===== config.mk =====
export PLATFORM = sky130hd
export DESIGN_NAME = ltq_regs
export DESIGN_NICKNAME = d
export VERILOG_FILES = /design/src/hdl/ltq_pkg.sv /design/src/hdl/ltq_regs.sv /design/src/hdl/ltq_load_meter.sv /design/src/hdl/ltq_learn_seq.sv
export SDC_FILE = /design/constraint.sdc
export NUM_CORES = 1
export LEC_CHECK = 0
export BUFFER_PORTS_ARGS = -buffer_cell sky130_fd_sc_hd__buf_2
export CAP_MARGIN = 5
export CORE_UTILIZATION = 54
export DETAILED_ROUTE_END_ITERATION = 7
export PLACE_DENSITY = 0.8
export SYNTH_ARGS = -nofsm -noshare
export SYNTH_HDL_FRONTEND = slang
export SYNTH_SLANG_ARGS = --single-unit

===== constraint.sdc =====
create_clock -name pclk -period 3.01 [get_ports pclk]
set_input_delay 0.1505 -clock pclk [delete_from_list [all_inputs] [get_ports pclk]]
set_output_delay 0.1505 -clock pclk [all_outputs]
set_load 0.01 [all_outputs]

===== src/hdl/ltq_pkg.sv =====
// constants shared by the load torque and microstep table register bank
package ltq_pkg;
	// ---------------------------------------------------------------
	// bus and register indices (byte address is four times the index)
	// ---------------------------------------------------------------
	localparam int unsigned ADDR_W = 12;
	localparam int unsigned IDX_W = 10;
	localparam logic [9:0] IDX_ENTRY7 = 10'h01D;
	localparam logic [9:0] IDX_ENTRY8 = 10'h01E;
	localparam logic [9:0] IDX_METRIC_LO = 10'h01F;
	localparam logic [9:0] IDX_METRIC_HI = 10'h020;
	localparam logic [9:0] IDX_LEARN1_LO = 10'h021;
	localparam logic [9:0] IDX_LEVEL = 10'h022;
	localparam logic [9:0] IDX_LEARN2_LO = 10'h023;
	localparam logic [9:0] IDX_BAND_UP = 10'h024;
	localparam logic [9:0] IDX_BAND_LO = 10'h025;
	localparam logic [9:0] IDX_CTRL = 10'h040;
	// ---------------------------------------------------------------
	// field positions and widths
	// ---------------------------------------------------------------
	localparam int unsigned METRIC_W = 11;
	localparam int unsigned METRIC_HI_LSB = 5;
	localparam int unsigned RSVD_LSB = 3;
	localparam int unsigned LEVEL_LSB = 3;
	localparam int unsigned LEVEL_W = 5;
	localparam int unsigned LEVEL_SHIFT = 3;
	localparam int unsigned CTRL_TABLE_BIT = 0;
	localparam int unsigned CTRL_LEARN_BIT = 1;
	// ---------------------------------------------------------------
	// reset values
	// ---------------------------------------------------------------
	localparam logic [7:0] RST_BYTE = 8'h00;
	localparam logic [7:0] RST_LEVEL_REG = 8'h20;
	// ---------------------------------------------------------------
	// timing
	// ---------------------------------------------------------------
	localparam int unsigned CLK_NS = 20;
	localparam int unsigned LEARN_STEP_NS = 2000;
	localparam int unsigned LEARN_STEP_CYC = (LEARN_STEP_NS + CLK_NS - 1) / CLK_NS;
	localparam int unsigned LEARN_STEPS = 16;
endpackage


===== src/hdl/ltq_regs.sv =====
// load torque and microstep table register bank behind an apb slave
`timescale 1ns/10ps
// ----------------------------------------------------------------
// ----------------------------------------------------------------
module ltq_regs #(
	parameter int unsigned LEARN_STEPS = ltq_pkg::LEARN_STEPS
) (
	input wire logic pclk,
	input wire logic presetn,
	input wire logic psel,
	input wire logic penable,
	input wire logic pwrite,
	input wire logic [ltq_pkg::ADDR_W-1:0] paddr,
	input wire logic [31:0] pwdata,
	input wire logic [3:0] pstrb,
	output logic [31:0] prdata,
	output logic pready,
	output logic pslverr,
	input wire logic [ltq_pkg::METRIC_W-1:0] load_sample,
	input wire logic load_sample_valid,
	output logic [7:0] table_entry7_current,
	output logic [7:0] table_entry8_current,
	output logic table_active,
	output logic [ltq_pkg::METRIC_W-1:0] learn_const_start,
	output logic [ltq_pkg::METRIC_W-1:0] learn_const_final,
	output logic [7:0] learn_current,
	output logic learning_busy,
	output logic [7:0] band_upper_limit,
	output logic [7:0] band_lower_limit,
	output logic [ltq_pkg::METRIC_W-1:0] load_metric
);
	import ltq_pkg::*;

	// ----------------------------------------------------------------
	// address decode
	// ----------------------------------------------------------------
	function automatic logic reg_hit(input logic [ADDR_W-1:0] a, input logic [IDX_W-1:0] idx);
		return a == {idx, 2'b00};
	endfunction

	logic hit_e7;
	logic hit_e8;
	logic hit_mlo;
	logic hit_mhi;
	logic hit_l1lo;
	logic hit_lvl;
	logic hit_l2lo;
	logic hit_bup;
	logic hit_blo;
	logic hit_ctrl;
	logic mapped;
	logic setup_ph;
	logic wr_acc;

	assign hit_e7 = reg_hit(paddr, IDX_ENTRY7);
	assign hit_e8 = reg_hit(paddr, IDX_ENTRY8);
	assign hit_mlo = reg_hit(paddr, IDX_METRIC_LO);
	assign hit_mhi = reg_hit(paddr, IDX_METRIC_HI);
	assign hit_l1lo = reg_hit(paddr, IDX_LEARN1_LO);
	assign hit_lvl = reg_hit(paddr, IDX_LEVEL);
	assign hit_l2lo = reg_hit(paddr, IDX_LEARN2_LO);
	assign hit_bup = reg_hit(paddr, IDX_BAND_UP);
	assign hit_blo = reg_hit(paddr, IDX_BAND_LO);
	assign hit_ctrl = reg_hit(paddr, IDX_CTRL);
	assign mapped = hit_e7 | hit_e8 | hit_mlo | hit_mhi | hit_l1lo | hit_lvl
		| hit_l2lo | hit_bup | hit_blo | hit_ctrl;
	assign setup_ph = psel & ~penable;
	// data lives in byte lane zero, so only that strobe matters
	assign wr_acc = psel & penable & pwrite & pready & pstrb[0];

	// ----------------------------------------------------------------
	// register state
	// ----------------------------------------------------------------
	logic [7:0] entry7_q;
	logic [7:0] entry8_q;
	logic [2:0] l1_hi_q;
	logic [1:0] rsvd_q;
	logic [7:0] l1_lo_q;
	logic [LEVEL_W-1:0] level_q;
	logic [2:0] l2_hi_q;
	logic [7:0] l2_lo_q;
	logic [7:0] bup_q;
	logic [7:0] blo_q;
	logic table_en_q;
	logic trig_q;
	logic trig_d;
	logic [7:0] ap7_q;
	logic [7:0] ap8_q;
	logic act_q;
	logic [31:0] prdata_q;
	logic pready_q;
	logic pslverr_q;
	logic [7:0] rd_byte;
	logic [7:0] reg_lvl;
	logic [7:0] reg_ctrl;
	logic trig_wr1;
	logic learn_start;
	logic learn_done;
	logic [METRIC_W-1:0] metric;

	assign reg_lvl = {level_q, l2_hi_q};
	assign reg_ctrl = {6'h00, trig_q, table_en_q};
	assign trig_wr1 = wr_acc & hit_ctrl & pwdata[CTRL_LEARN_BIT];
	// a trigger while learning runs is absorbed; one on the finishing cycle
	// restarts it, so a set that wins over the clear never leaves the bit stuck
	assign learn_start = trig_wr1 & (learn_done | (~trig_q & ~learning_busy));

	// set wins over the hardware clear
	assign trig_d = trig_wr1 ? 1'b1 : (learn_done ? 1'b0 : trig_q);

	// register read mux, reads have no side effect
	assign rd_byte = hit_e7 ? entry7_q :
		hit_e8 ? entry8_q :
		hit_mlo ? metric[7:0] :
		hit_mhi ? {metric[METRIC_W-1:8], rsvd_q, l1_hi_q} :
		hit_l1lo ? l1_lo_q :
		hit_lvl ? reg_lvl :
		hit_l2lo ? l2_lo_q :
		hit_bup ? bup_q :
		hit_blo ? blo_q :
		hit_ctrl ? reg_ctrl : 8'h00;

	// ----------------------------------------------------------------
	// apb answer, zero wait states
	// ----------------------------------------------------------------
	always_ff @(posedge pclk or negedge presetn) begin
		if (!presetn) begin
			pready_q <= 1'b0;
			pslverr_q <= 1'b0;
			prdata_q <= 32'h00000000;
		end else begin
			pready_q <= 1'b1;
			pslverr_q <= setup_ph & ~mapped;
			if (setup_ph) begin
				prdata_q <= pwrite ? 32'h00000000 : {24'h000000, rd_byte};
			end
		end
	end

	// ----------------------------------------------------------------
	// writable registers
	// ----------------------------------------------------------------
	always_ff @(posedge pclk or negedge presetn) begin
		if (!presetn) begin
			entry7_q <= RST_BYTE;
			entry8_q <= RST_BYTE;
			bup_q <= RST_BYTE;
			blo_q <= RST_BYTE;
		end else begin
			if (wr_acc & hit_e7) entry7_q <= pwdata[7:0];
			if (wr_acc & hit_e8) entry8_q <= pwdata[7:0];
			if (wr_acc & hit_bup) bup_q <= pwdata[7:0];
			if (wr_acc & hit_blo) blo_q <= pwdata[7:0];
		end
	end

	always_ff @(posedge pclk or negedge presetn) begin
		if (!presetn) begin
			{l1_hi_q, rsvd_q} <= 5'h00;
			l1_lo_q <= RST_BYTE;
			{level_q, l2_hi_q} <= RST_LEVEL_REG;
			l2_lo_q <= RST_BYTE;
		end else begin
			// start constant halves; metric bits 7:5 dropped
			if (wr_acc & hit_mhi) begin
				l1_hi_q <= pwdata[2:0];
				rsvd_q <= pwdata[METRIC_HI_LSB-1:RSVD_LSB];
			end
			if (wr_acc & hit_l1lo) l1_lo_q <= pwdata[7:0];
			if (wr_acc & hit_lvl) {level_q, l2_hi_q} <= pwdata[7:0];
			if (wr_acc & hit_l2lo) l2_lo_q <= pwdata[7:0];
		end
	end

	always_ff @(posedge pclk or negedge presetn) begin
		if (!presetn) begin
			table_en_q <= 1'b0;
			trig_q <= 1'b0;
			ap7_q <= RST_BYTE;
			ap8_q <= RST_BYTE;
			act_q <= 1'b0;
		end else begin
			if (wr_acc & hit_ctrl) table_en_q <= pwdata[CTRL_TABLE_BIT];
			trig_q <= trig_d;
			ap7_q <= table_en_q ? entry7_q : 8'h00;
			ap8_q <= table_en_q ? entry8_q : 8'h00;
			act_q <= table_en_q;
		end
	end

	// ----------------------------------------------------------------
	// submodules
	// ----------------------------------------------------------------
	ltq_load_meter u_meter (
		.pclk(pclk),
		.presetn(presetn),
		.sample(load_sample),
		.sample_valid(load_sample_valid),
		.metric(metric)
	);

	ltq_learn_seq #(
		.STEPS(LEARN_STEPS),
		.STEP_CYC(LEARN_STEP_CYC)
	) u_learn (
		.pclk(pclk),
		.presetn(presetn),
		.start(learn_start),
		.start_level(level_q),
		.current(learn_current),
		.busy(learning_busy),
		.done(learn_done)
	);

	// ----------------------------------------------------------------
	// outputs
	// ----------------------------------------------------------------
	assign prdata = prdata_q;
	assign pready = pready_q;
	assign pslverr = pslverr_q;
	assign table_entry7_current = ap7_q;
	assign table_entry8_current = ap8_q;
	assign table_active = act_q;
	assign learn_const_start = {l1_hi_q, l1_lo_q};
	assign learn_const_final = {l2_hi_q, l2_lo_q};
	assign band_upper_limit = bup_q;
	assign band_lower_limit = blo_q;
	assign load_metric = metric;
endmodule


===== src/hdl/ltq_load_meter.sv =====
// load metric estimator: two-sample average of the torque samples
`timescale 1ns/10ps
module ltq_load_meter (
	input wire logic pclk,
	input wire logic presetn,
	input wire logic [ltq_pkg::METRIC_W-1:0] sample,
	input wire logic sample_valid,
	output logic [ltq_pkg::METRIC_W-1:0] metric
);
	import ltq_pkg::*;

	logic [METRIC_W-1:0] prev_q;
	logic [METRIC_W-1:0] metric_q;
	logic [METRIC_W:0] sum;

	// averaging keeps the metric linear in torque, one extra bit avoids overflow
	assign sum = {1'b0, prev_q} + {1'b0, sample};
	assign metric = metric_q;

	always_ff @(posedge pclk or negedge presetn) begin
		if (!presetn) begin
			prev_q <= '0;
			metric_q <= '0;
		end else if (sample_valid) begin
			prev_q <= sample;
			metric_q <= sum[METRIC_W:1];
		end
	end
endmodule


===== src/hdl/ltq_learn_seq.sv =====
// torque learning sequencer: ramps the learning current from its start level
`timescale 1ns/10ps
module ltq_learn_seq #(
	parameter int unsigned STEPS = ltq_pkg::LEARN_STEPS,
	parameter int unsigned STEP_CYC = ltq_pkg::LEARN_STEP_CYC
) (
	input wire logic pclk,
	input wire logic presetn,
	input wire logic start,
	input wire logic [ltq_pkg::LEVEL_W-1:0] start_level,
	output logic [7:0] current,
	output logic busy,
	output logic done
);
	import ltq_pkg::*;

	typedef enum logic [1:0] {
		LTQ_IDLE = 2'b00,
		LTQ_RAMP = 2'b01,
		LTQ_FINISH = 2'b10
	} ltq_learn_t;

	ltq_learn_t state_q;
	ltq_learn_t state_d;
	logic [15:0] div_q;
	logic [7:0] step_q;
	logic [7:0] cur_q;
	logic busy_q;
	logic tick;
	logic last_step;
	logic can_start;

	// ----------------------------------------------------------------
	// step divider
	// ----------------------------------------------------------------
	assign tick = (state_q == LTQ_RAMP) && (div_q == 16'(STEP_CYC - 1));
	assign last_step = tick && (step_q == 8'(STEPS - 1));
	// a start on the finishing cycle chains straight into a new ramp
	assign can_start = start && (state_q == LTQ_IDLE || state_q == LTQ_FINISH);
	assign done = (state_q == LTQ_FINISH);
	assign current = cur_q;
	assign busy = busy_q;

	always_comb begin
		state_d = state_q;
		unique case (state_q)
			LTQ_IDLE: if (start) state_d = LTQ_RAMP;
			LTQ_RAMP: if (last_step) state_d = LTQ_FINISH;
			LTQ_FINISH: state_d = start ? LTQ_RAMP : LTQ_IDLE;
			default: state_d = LTQ_IDLE;
		endcase
	end

	always_ff @(posedge pclk or negedge presetn) begin
		if (!presetn) begin
			state_q <= LTQ_IDLE;
			div_q <= 16'h0000;
			step_q <= 8'h00;
			cur_q <= 8'h00;
			busy_q <= 1'b0;
		end else begin
			state_q <= state_d;
			busy_q <= (state_d != LTQ_IDLE);
			div_q <= (tick || state_q != LTQ_RAMP) ? 16'h0000 : div_q + 16'h0001;
			if (can_start) begin
				step_q <= 8'h00;
				// start current is level times eight
				cur_q <= {start_level, 3'b000};
			end else if (tick) begin
				step_q <= step_q + 8'h01;
				// saturate: the ramp never wraps back to a low current
				cur_q <= (cur_q == 8'hFF) ? cur_q : cur_q + 8'h01;
			end
		end
	end
endmodule


==> qor.log, run 1 <==
[run_status] outcome complete, no violations
[worst_setup_path] classification of the worst setup path in -> reg
[power_and_ir_drop] combinational power share 9.6%
[power_and_ir_drop] total design power 4.64 mW
[drt] # DRC 0
[cells_and_area] number of inserted filler cells in the final layout 991
[cells_and_area] finished layout cell area 8840 um^2
[clock_network] number of CTS-inserted buffers 17
[floorplan] IO Pins 174
[grt] GRT Residual Overflow 0
[power_and_ir_drop] cell internal pwr 3.52 mW
[grt] vias in the first global route 5811
[grt] GR Util All Layers 27.8%
[grt] Global Route met2 Usage 42.3%
[placement] placed inst area 8130 um^2
[power_and_ir_drop] largest vdd supply drop 0.433 mV
[worst_setup_path] critical path arrival 2770 ps
[floorplan] number of rows created at floorplan 42
[sta] post-route minimum period 2460 ps
[logic_synthesis] share of flip-flops with an asynchronous set or reset 100%
[worst_setup_path] Crit Path Max Fanout 5
[worst_setup_path] CP max-delay cell sky130_fd_sc_hd__o41ai_1
[cells_and_area] final core utilization 66.5%
[sta] share of the cycle needed by the critical path after routing 81.7%
[floorplan] standard cell core area 13300 um^2
[power_and_ir_drop] switching pwr 1.12 mW
[floorplan] starting density of the core 55.4%
[power_and_ir_drop] portion of total power attributed to sequential cells 44.9%
[clock_network] clock tree from TritonCTS done
[drt] Antenna Nets Post-Route 0
[worst_setup_path] cell-by-cell trace of the critical path dlygate4sd3_1 > buf_2 > ha_1 > nand2_1 > a21boi_0 > nor3_1 > o41ai_1 > xor2_1 > mux2_2
[cells_and_area] nets 881
[clock_network] Clk Tree Root Cell sky130_fd_sc_hd__clkbuf_16
[sta] final worst hold slack 114 ps
[logic_synthesis] Seq/Total Area, Yosys 49.9%
[cells_and_area] fraction of final layout cells with drive strength greater than 1 32.8%
[drt] Via Count 5877
[cells_and_area] commonest cells after routing, fill and taps aside 146 x sky130_fd_sc_hd__dfrtp_1, 121 x sky130_fd_sc_hd__buf_2, 79 x sky130_fd_sc_hd__mux2_2
[logic_synthesis] number of flops mapped to enable cells by yosys 0
[worst_setup_path] Required @ worst endpoint 3320 ps
[clock_network] clock latency on the worst-skew pair 420 ps
[clock_network] Setup Buffers After CTS 0
[min_path] class of the tightest hold or removal check in -> reg
[cells_and_area] multi-input gate area in the final layout 3490 um^2
[power_and_ir_drop] switching fraction of total power 24.2%
[placement] post-detail-place hpwl 13.3 mm
[placement] Placed Cells 947
[logic_synthesis] mean cell area of the mapped netlist 11.2 um^2
[worst_setup_path] Largest stage delay, worst path 600 ps
[sta] Max-Slew Margin vs Limit 47.5%
[grt] first-pass GRT wire length 30.1 mm
[clock_network] clock-pin transition on the worst setup and hold timing paths 60 ps
[clock_network] cells resized by post-CTS repair 0
[cells_and_area] leading cell type in the layout, fill and taps excluded sky130_fd_sc_hd__dfrtp_1
[power_and_ir_drop] Pleak 4.34 nW
[sta] Least-Margin Pin Slew 787 ps
[grt] most used routing layer met2
[grt] fraction of met1 tracks used by global routing 37.3%
[logic_synthesis] synthesized cell area 7370 um^2
[sta] Fmax achieved 407 MHz
[clock_network] H-Tree Depth 4
[power_and_ir_drop] power per unit of standard cell area 525 nW/um^2
[worst_setup_path] critical path buffer and inverter count 2
[sta] number of pins with negative max-slew slack in the final report 0
[cells_and_area] synth-to-layout area growth 19.9%
[logic_synthesis] Synth Warn # 0
[logic_synthesis] synthesized instance count 657
[placement] worst setup slack before clock tree synthesis 647 ps
[run] number of max-cap violations 0
[cells_and_area] Antenna Diode Count 0
[grt] maximum number of pins on one net before global-route repair 88
[drt] number of vias per cell after detailed routing 5.93
[placement] Final Wtd Congestion 0.950
[cells_and_area] number of standard cells in the final layout excluding fillers 991
[floorplan] die height 119 um
[sta] final worst setup slack 551 ps
[clock_network] maximum buffer depth of the clock tree 2
[placement] total of buffers placed on input and output ports 122
[logic_synthesis] number of synthesized register bits 147
[grt] global routing usage on met3 8.43%
[cells_and_area] Reg area 3680 um^2
[drt] total iterations of the first detailed-routing run 5
[worst_setup_path] cell family with the largest share of critical-path delay compound AO/OA/AOI/OAI gates
[sta] setup TNS 0 ps
[drt] WL per Instance 18.8 um
[floorplan] total die area 14100 um^2
[sta] unrepaired setup endpoints after global routing no
[drt] total wire length after detailed routing 18.6 mm
[sta] final hold vios 0
[sta] count of final setup violators 0
[drt] DRC marker count from the first detailed-route iteration 578
[sta] clock skew after layout 9.30 ps
[worst_setup_path] startpoint type of the worst setup path input pin
[logic_synthesis] top flip-flop cell by instance count after synthesis sky130_fd_sc_hd__dfrtp_1
[worst_setup_path] endpoint class of the critical path register
[clock_network] clock net sink count 147
[power_and_ir_drop] fraction of power consumed by the clock network 45.5%
[logic_synthesis] number of distinct library cells after synthesis 74
[grt] initial antenna violation count 0
[floorplan] Chip Width 119 um
power by group through the flow:
stage          combinational [mW]  clock, mW  sequential [mW]
2_1_floorplan               0.247          0             2.12
3_3_place_gp                0.410          0             2.11
3_5_place_dp                0.426          0             2.12
4_1_cts                     0.443       2.13             2.08
5_1_grt                     0.490       2.21             2.09
6_report                    0.446       2.11             2.08
worst min-delay path, stage by stage:
cell and delay, ps:
sky130_fd_sc_hd__buf_2 120, sky130_fd_sc_hd__nor3_1 70, sky130_fd_sc_hd__o21ai_0 60, sky130_fd_sc_hd__o21ai_0 80
cell families (layout without fill, tap and decap cells):
family	after synthesis	count (layout)	share of synthesized area, %
fa+ha+maj	14	14	2.48
buf+inv	51	186	3.96
xor+xnor	25	25	2.97
compound gates	106	106	9.44
simple gates	218	218	17.0
flops	147	147	49.9
mux	94	94	14.1
other cells	2	25	0.102
synthesized netlist by cell type, types with 11 or more instances:
cell type	n	share of area, %
sky130_fd_sc_hd__nand3_1	21	1.4
sky130_fd_sc_hd__dfrtp_1	146	50
sky130_fd_sc_hd__mux2i_1	14	1.9
sky130_fd_sc_hd__nand4_1	11	0.93
sky130_fd_sc_hd__inv_1	11	0.56
sky130_fd_sc_hd__buf_4	24	2.4
sky130_fd_sc_hd__nand2_1	42	2.1
sky130_fd_sc_hd__xor2_1	15	1.8
sky130_fd_sc_hd__a21oi_1	23	1.6
sky130_fd_sc_hd__mux2_2	79	12
sky130_fd_sc_hd__ha_1	13	2.2
sky130_fd_sc_hd__o21ai_0	24	1.6
sky130_fd_sc_hd__nor2_1	47	2.4
sky130_fd_sc_hd__and2_1	18	1.5
timing repair:
action                     4_1_cts  5_1_grt
hold endpoints to repair        95        0
hold buffers                    12        0
setup endpoints to repair        0        0
per-layer routing:
layer | part of all wire (%) | vias up
li1 | - | 2651
met1 | 43 | 2906
met2 | 46 | 282
met3 | 8.3 | 38
met4 | 2.5 | 0
met5 | 0 | -
flip-flops by register name, indices dropped and copies added, names as in the netlist, 2 cells and up:
| signal | cells |
|---|---|
| band_lower_limit | 8 |
| band_upper_limit | 8 |
| entry7_q | 8 |
| entry8_q | 8 |
| l1_hi_q | 3 |
| l1_lo_q | 8 |
| l2_hi_q | 3 |
| l2_lo_q | 8 |
| level_q | 5 |
| prdata | 8 |
| rsvd_q | 2 |
| table_entry7_current | 8 |
| table_entry8_current | 8 |
| u_learn.current | 8 |
| u_learn.div_q | 16 |
| u_learn.state_q | 2 |
| u_learn.step_q | 8 |
| u_meter.metric | 11 |
| u_meter.prev_q | 11 |
final cells by class:
class | count | share of cell area [%]
sequential | 147 | 41.6
clock inverter | 8 | 1.13
tap | 176 | 2.49
inverter | 12 | 0.510
clock buffer | 24 | 5.56
multi-input combinational | 482 | 39.5
timing repair buffer | 142 | 9.16
final timing paths:
kind	from	end	slack [ps]	cells past startpoint
worst max-delay path	load_sample[4]	u_meter.metric[8]	550	9
worst min register to register	u_learn.div_q[0]	u_learn.div_q[0]	500	1
min in group asynchronous	presetn	u_learn.step_q[7]	360	2
max in group asynchronous	presetn	u_learn.div_q[0]	1850	3
worst max register to register	u_meter.prev_q[2]	u_meter.metric[8]	570	7
worst min-delay path	pwrite	prdata[3]	110	4
Note: power is estimated with default switching activity, not from simulation.
==> run 2: changes to the inputs <==
clock period = 2.45 ns   (was 3.01 ns; I/O delays follow)
==> run 2 against run 1 <==
  * Cell count increased by 0.40%
  * Hold slack worse by 50 ps
  * Combinational power rose by 25%
  * Flip-flop and latch count did not move
  * Clock skew increased by 10 ps
  * Register-to-register slack lost 440 ps
  * Via count barely moved
  * Sequential share of layout area fell by 0.065 points
  * Wire length up 1.8%
  * Core utilization up 0.10 points
  * Final area increased by 0.16%
  * Critical path type is now reg -> reg
  * Largest cell class unchanged
==> qor.log, run 2 (synthesized netlist as in run 1, its figures left out) <==
[run_status] outcome complete, no violations
[drt] DRC marker count from the first detailed-route iteration 605
[power_and_ir_drop] power per unit of standard cell area 622 nW/um^2
[sta] unrepaired setup endpoints after global routing no
[min_path] class of the tightest hold or removal check in -> reg
[clock_network] clock latency on the worst-skew pair 430 ps
[cells_and_area] commonest cells after routing, fill and taps aside 146 x sky130_fd_sc_hd__dfrtp_1, 121 x sky130_fd_sc_hd__buf_2, 79 x sky130_fd_sc_hd__mux2_2
[sta] number of pins with negative max-slew slack in the final report 0
[cells_and_area] fraction of final layout cells with drive strength greater than 1 33.3%
[run] number of max-cap violations 0
[drt] Via Count 5876
[cells_and_area] number of inserted filler cells in the final layout 1007
[sta] Least-Margin Pin Slew 648 ps
[cells_and_area] number of standard cells in the final layout excluding fillers 995
[cells_and_area] final core utilization 66.6%
[worst_setup_path] reg2reg setup slack 130 ps
[floorplan] starting density of the core 55.4%
[worst_setup_path] classification of the worst setup path reg -> reg
[floorplan] die height 119 um
[drt] Antenna Nets Post-Route 0
[sta] Fmax achieved 430 MHz
[sta] final hold vios 0
[floorplan] total die area 14100 um^2
[floorplan] Chip Width 119 um
[cells_and_area] synth-to-layout area growth 20.1%
[worst_setup_path] FF-to-FF Start u_meter.prev_q[2]
[cells_and_area] nets 889
[sta] share of the cycle needed by the critical path after routing 94.9%
[drt] number of vias per cell after detailed routing 5.91
[floorplan] number of rows created at floorplan 42
[sta] Max-Slew Margin vs Limit 56.2%
[grt] first-pass GRT wire length 30.7 mm
[floorplan] standard cell core area 13300 um^2
[clock_network] clock tree from TritonCTS done
[grt] maximum number of pins on one net before global-route repair 68
[placement] Placed Cells 955
[grt] vias in the first global route 5846
[clock_network] H-Tree Depth 4
[cells_and_area] Reg with most FFs u_learn.div_q
[drt] total iterations of the first detailed-routing run 5
[clock_network] number of CTS-inserted buffers 17
[power_and_ir_drop] largest vdd supply drop 0.590 mV
[worst_setup_path] endpoint class of the critical path register
[grt] GRT Residual Overflow 0
[power_and_ir_drop] Pleak 4.35 nW
[sta] setup TNS 0 ps
[grt] GR Util All Layers 28.4%
[worst_setup_path] critical path arrival 2640 ps
[sta] post-route minimum period 2320 ps
[worst_setup_path] startpoint type of the worst setup path register
[worst_setup_path] Crit Path Max Fanout 4
[cells_and_area] flip-flop count of the largest register, all copies and words added 16
[placement] total of buffers placed on input and output ports 122
[min_path] startpoint of the most critical hold path pwdata[7]
[placement] Final Wtd Congestion 0.936
[cells_and_area] leading cell type in the layout, fill and taps excluded sky130_fd_sc_hd__dfrtp_1
[placement] post-detail-place hpwl 13.4 mm
[drt] total wire length after detailed routing 19.0 mm
[grt] initial antenna violation count 0
[worst_setup_path] Required @ worst endpoint 2770 ps
[clock_network] maximum buffer depth of the clock tree 2
[floorplan] IO Pins 174
[drt] WL per Instance 19.1 um
[clock_network] clock net sink count 147
[sta] count of final setup violators 0
[cells_and_area] Antenna Diode Count 0
[worst_setup_path] CP startpoint u_meter.prev_q[2]
[clock_network] clock-pin transition on the worst setup and hold timing paths 60 ps
[clock_network] Clk Tree Root Cell sky130_fd_sc_hd__clkbuf_16
[sta] clock skew after layout 19.3 ps
[drt] # DRC 0
run 2: final cells by class:
cell class	instances	area (um^2)	share of cell area (%)
sequential	147	3680	41.6
timing repair buffer	150	870	9.82
tap	176	220	2.49
inverter	12	45.0	0.509
clock buffer	23	478	5.40
clock inverter	5	55.1	0.622
multi-input combinational	482	3500	39.6
run 2: worst max-delay path, cell delays in order (launching register included):
cell and delay [ps]:
sky130_fd_sc_hd__dfrtp_1 390, sky130_fd_sc_hd__ha_1 330, sky130_fd_sc_hd__nor2b_1 170, sky130_fd_sc_hd__o31ai_2 310, sky130_fd_sc_hd__a21oi_1 190, sky130_fd_sc_hd__o211a_1 260, sky130_fd_sc_hd__or3_1 310, sky130_fd_sc_hd__a31o_2 250
run 2: routing by layer:
metal / GRT usage, % / up-vias / share of wire (%)
met3: 6.66 / 31 / 7.2
met5: 1.47 / - / 0
met2: 45.7 / 272 / 48
met1: 37.7 / 2917 / 43
li1: - / 2656 / -
met4: 10.4 / 0 / 2.0
run 2: where the power goes:
group / internal, mW / switching (mW) / total, mW / leakage (nW)
combinational: 0.226 / 0.330 / 0.556 / 2.19
clock: 1.45 / 0.939 / 2.39 / 0.257
sequential: 2.50 / 0.0651 / 2.56 / 1.90
total: 4.17 / 1.33 / 5.50 / 4.35
run 2: repair_timing:
item	CTS	global route
endpoints found under the hold margin	59	0
buffers inserted	0	0
hold buffers	12	0
gates resized for setup	0	2
endpoints found under the setup margin	0	3
run 2: path summary, 6_finish.rpt:
path | end | cells after the start
max | u_meter.metric[9] | 7
min | band_upper_limit[7] | 2
max reg2reg | u_meter.metric[9] | 7
min reg2reg | u_learn.div_q[0] | 1
max in group asynchronous | prdata[6] | 3
min in group asynchronous | pslverr | 2
run 2: metrics by stage:
stage | instance area (um^2) | hold slack [ps] | worst slack, ps | power [mW]
2_1_floorplan | 7460 | -173 | 316 | 2.90
3_3_place_gp | 8190 | 90.3 | 171 | 3.11
3_5_place_dp | 8190 | 92.0 | 146 | 3.12
4_1_cts | 8840 | 44.9 | 48.1 | 5.51
5_1_grt | 8850 | 68.8 | 8.78 | 5.69
6_report | 8850 | 63.5 | 126 | 5.50
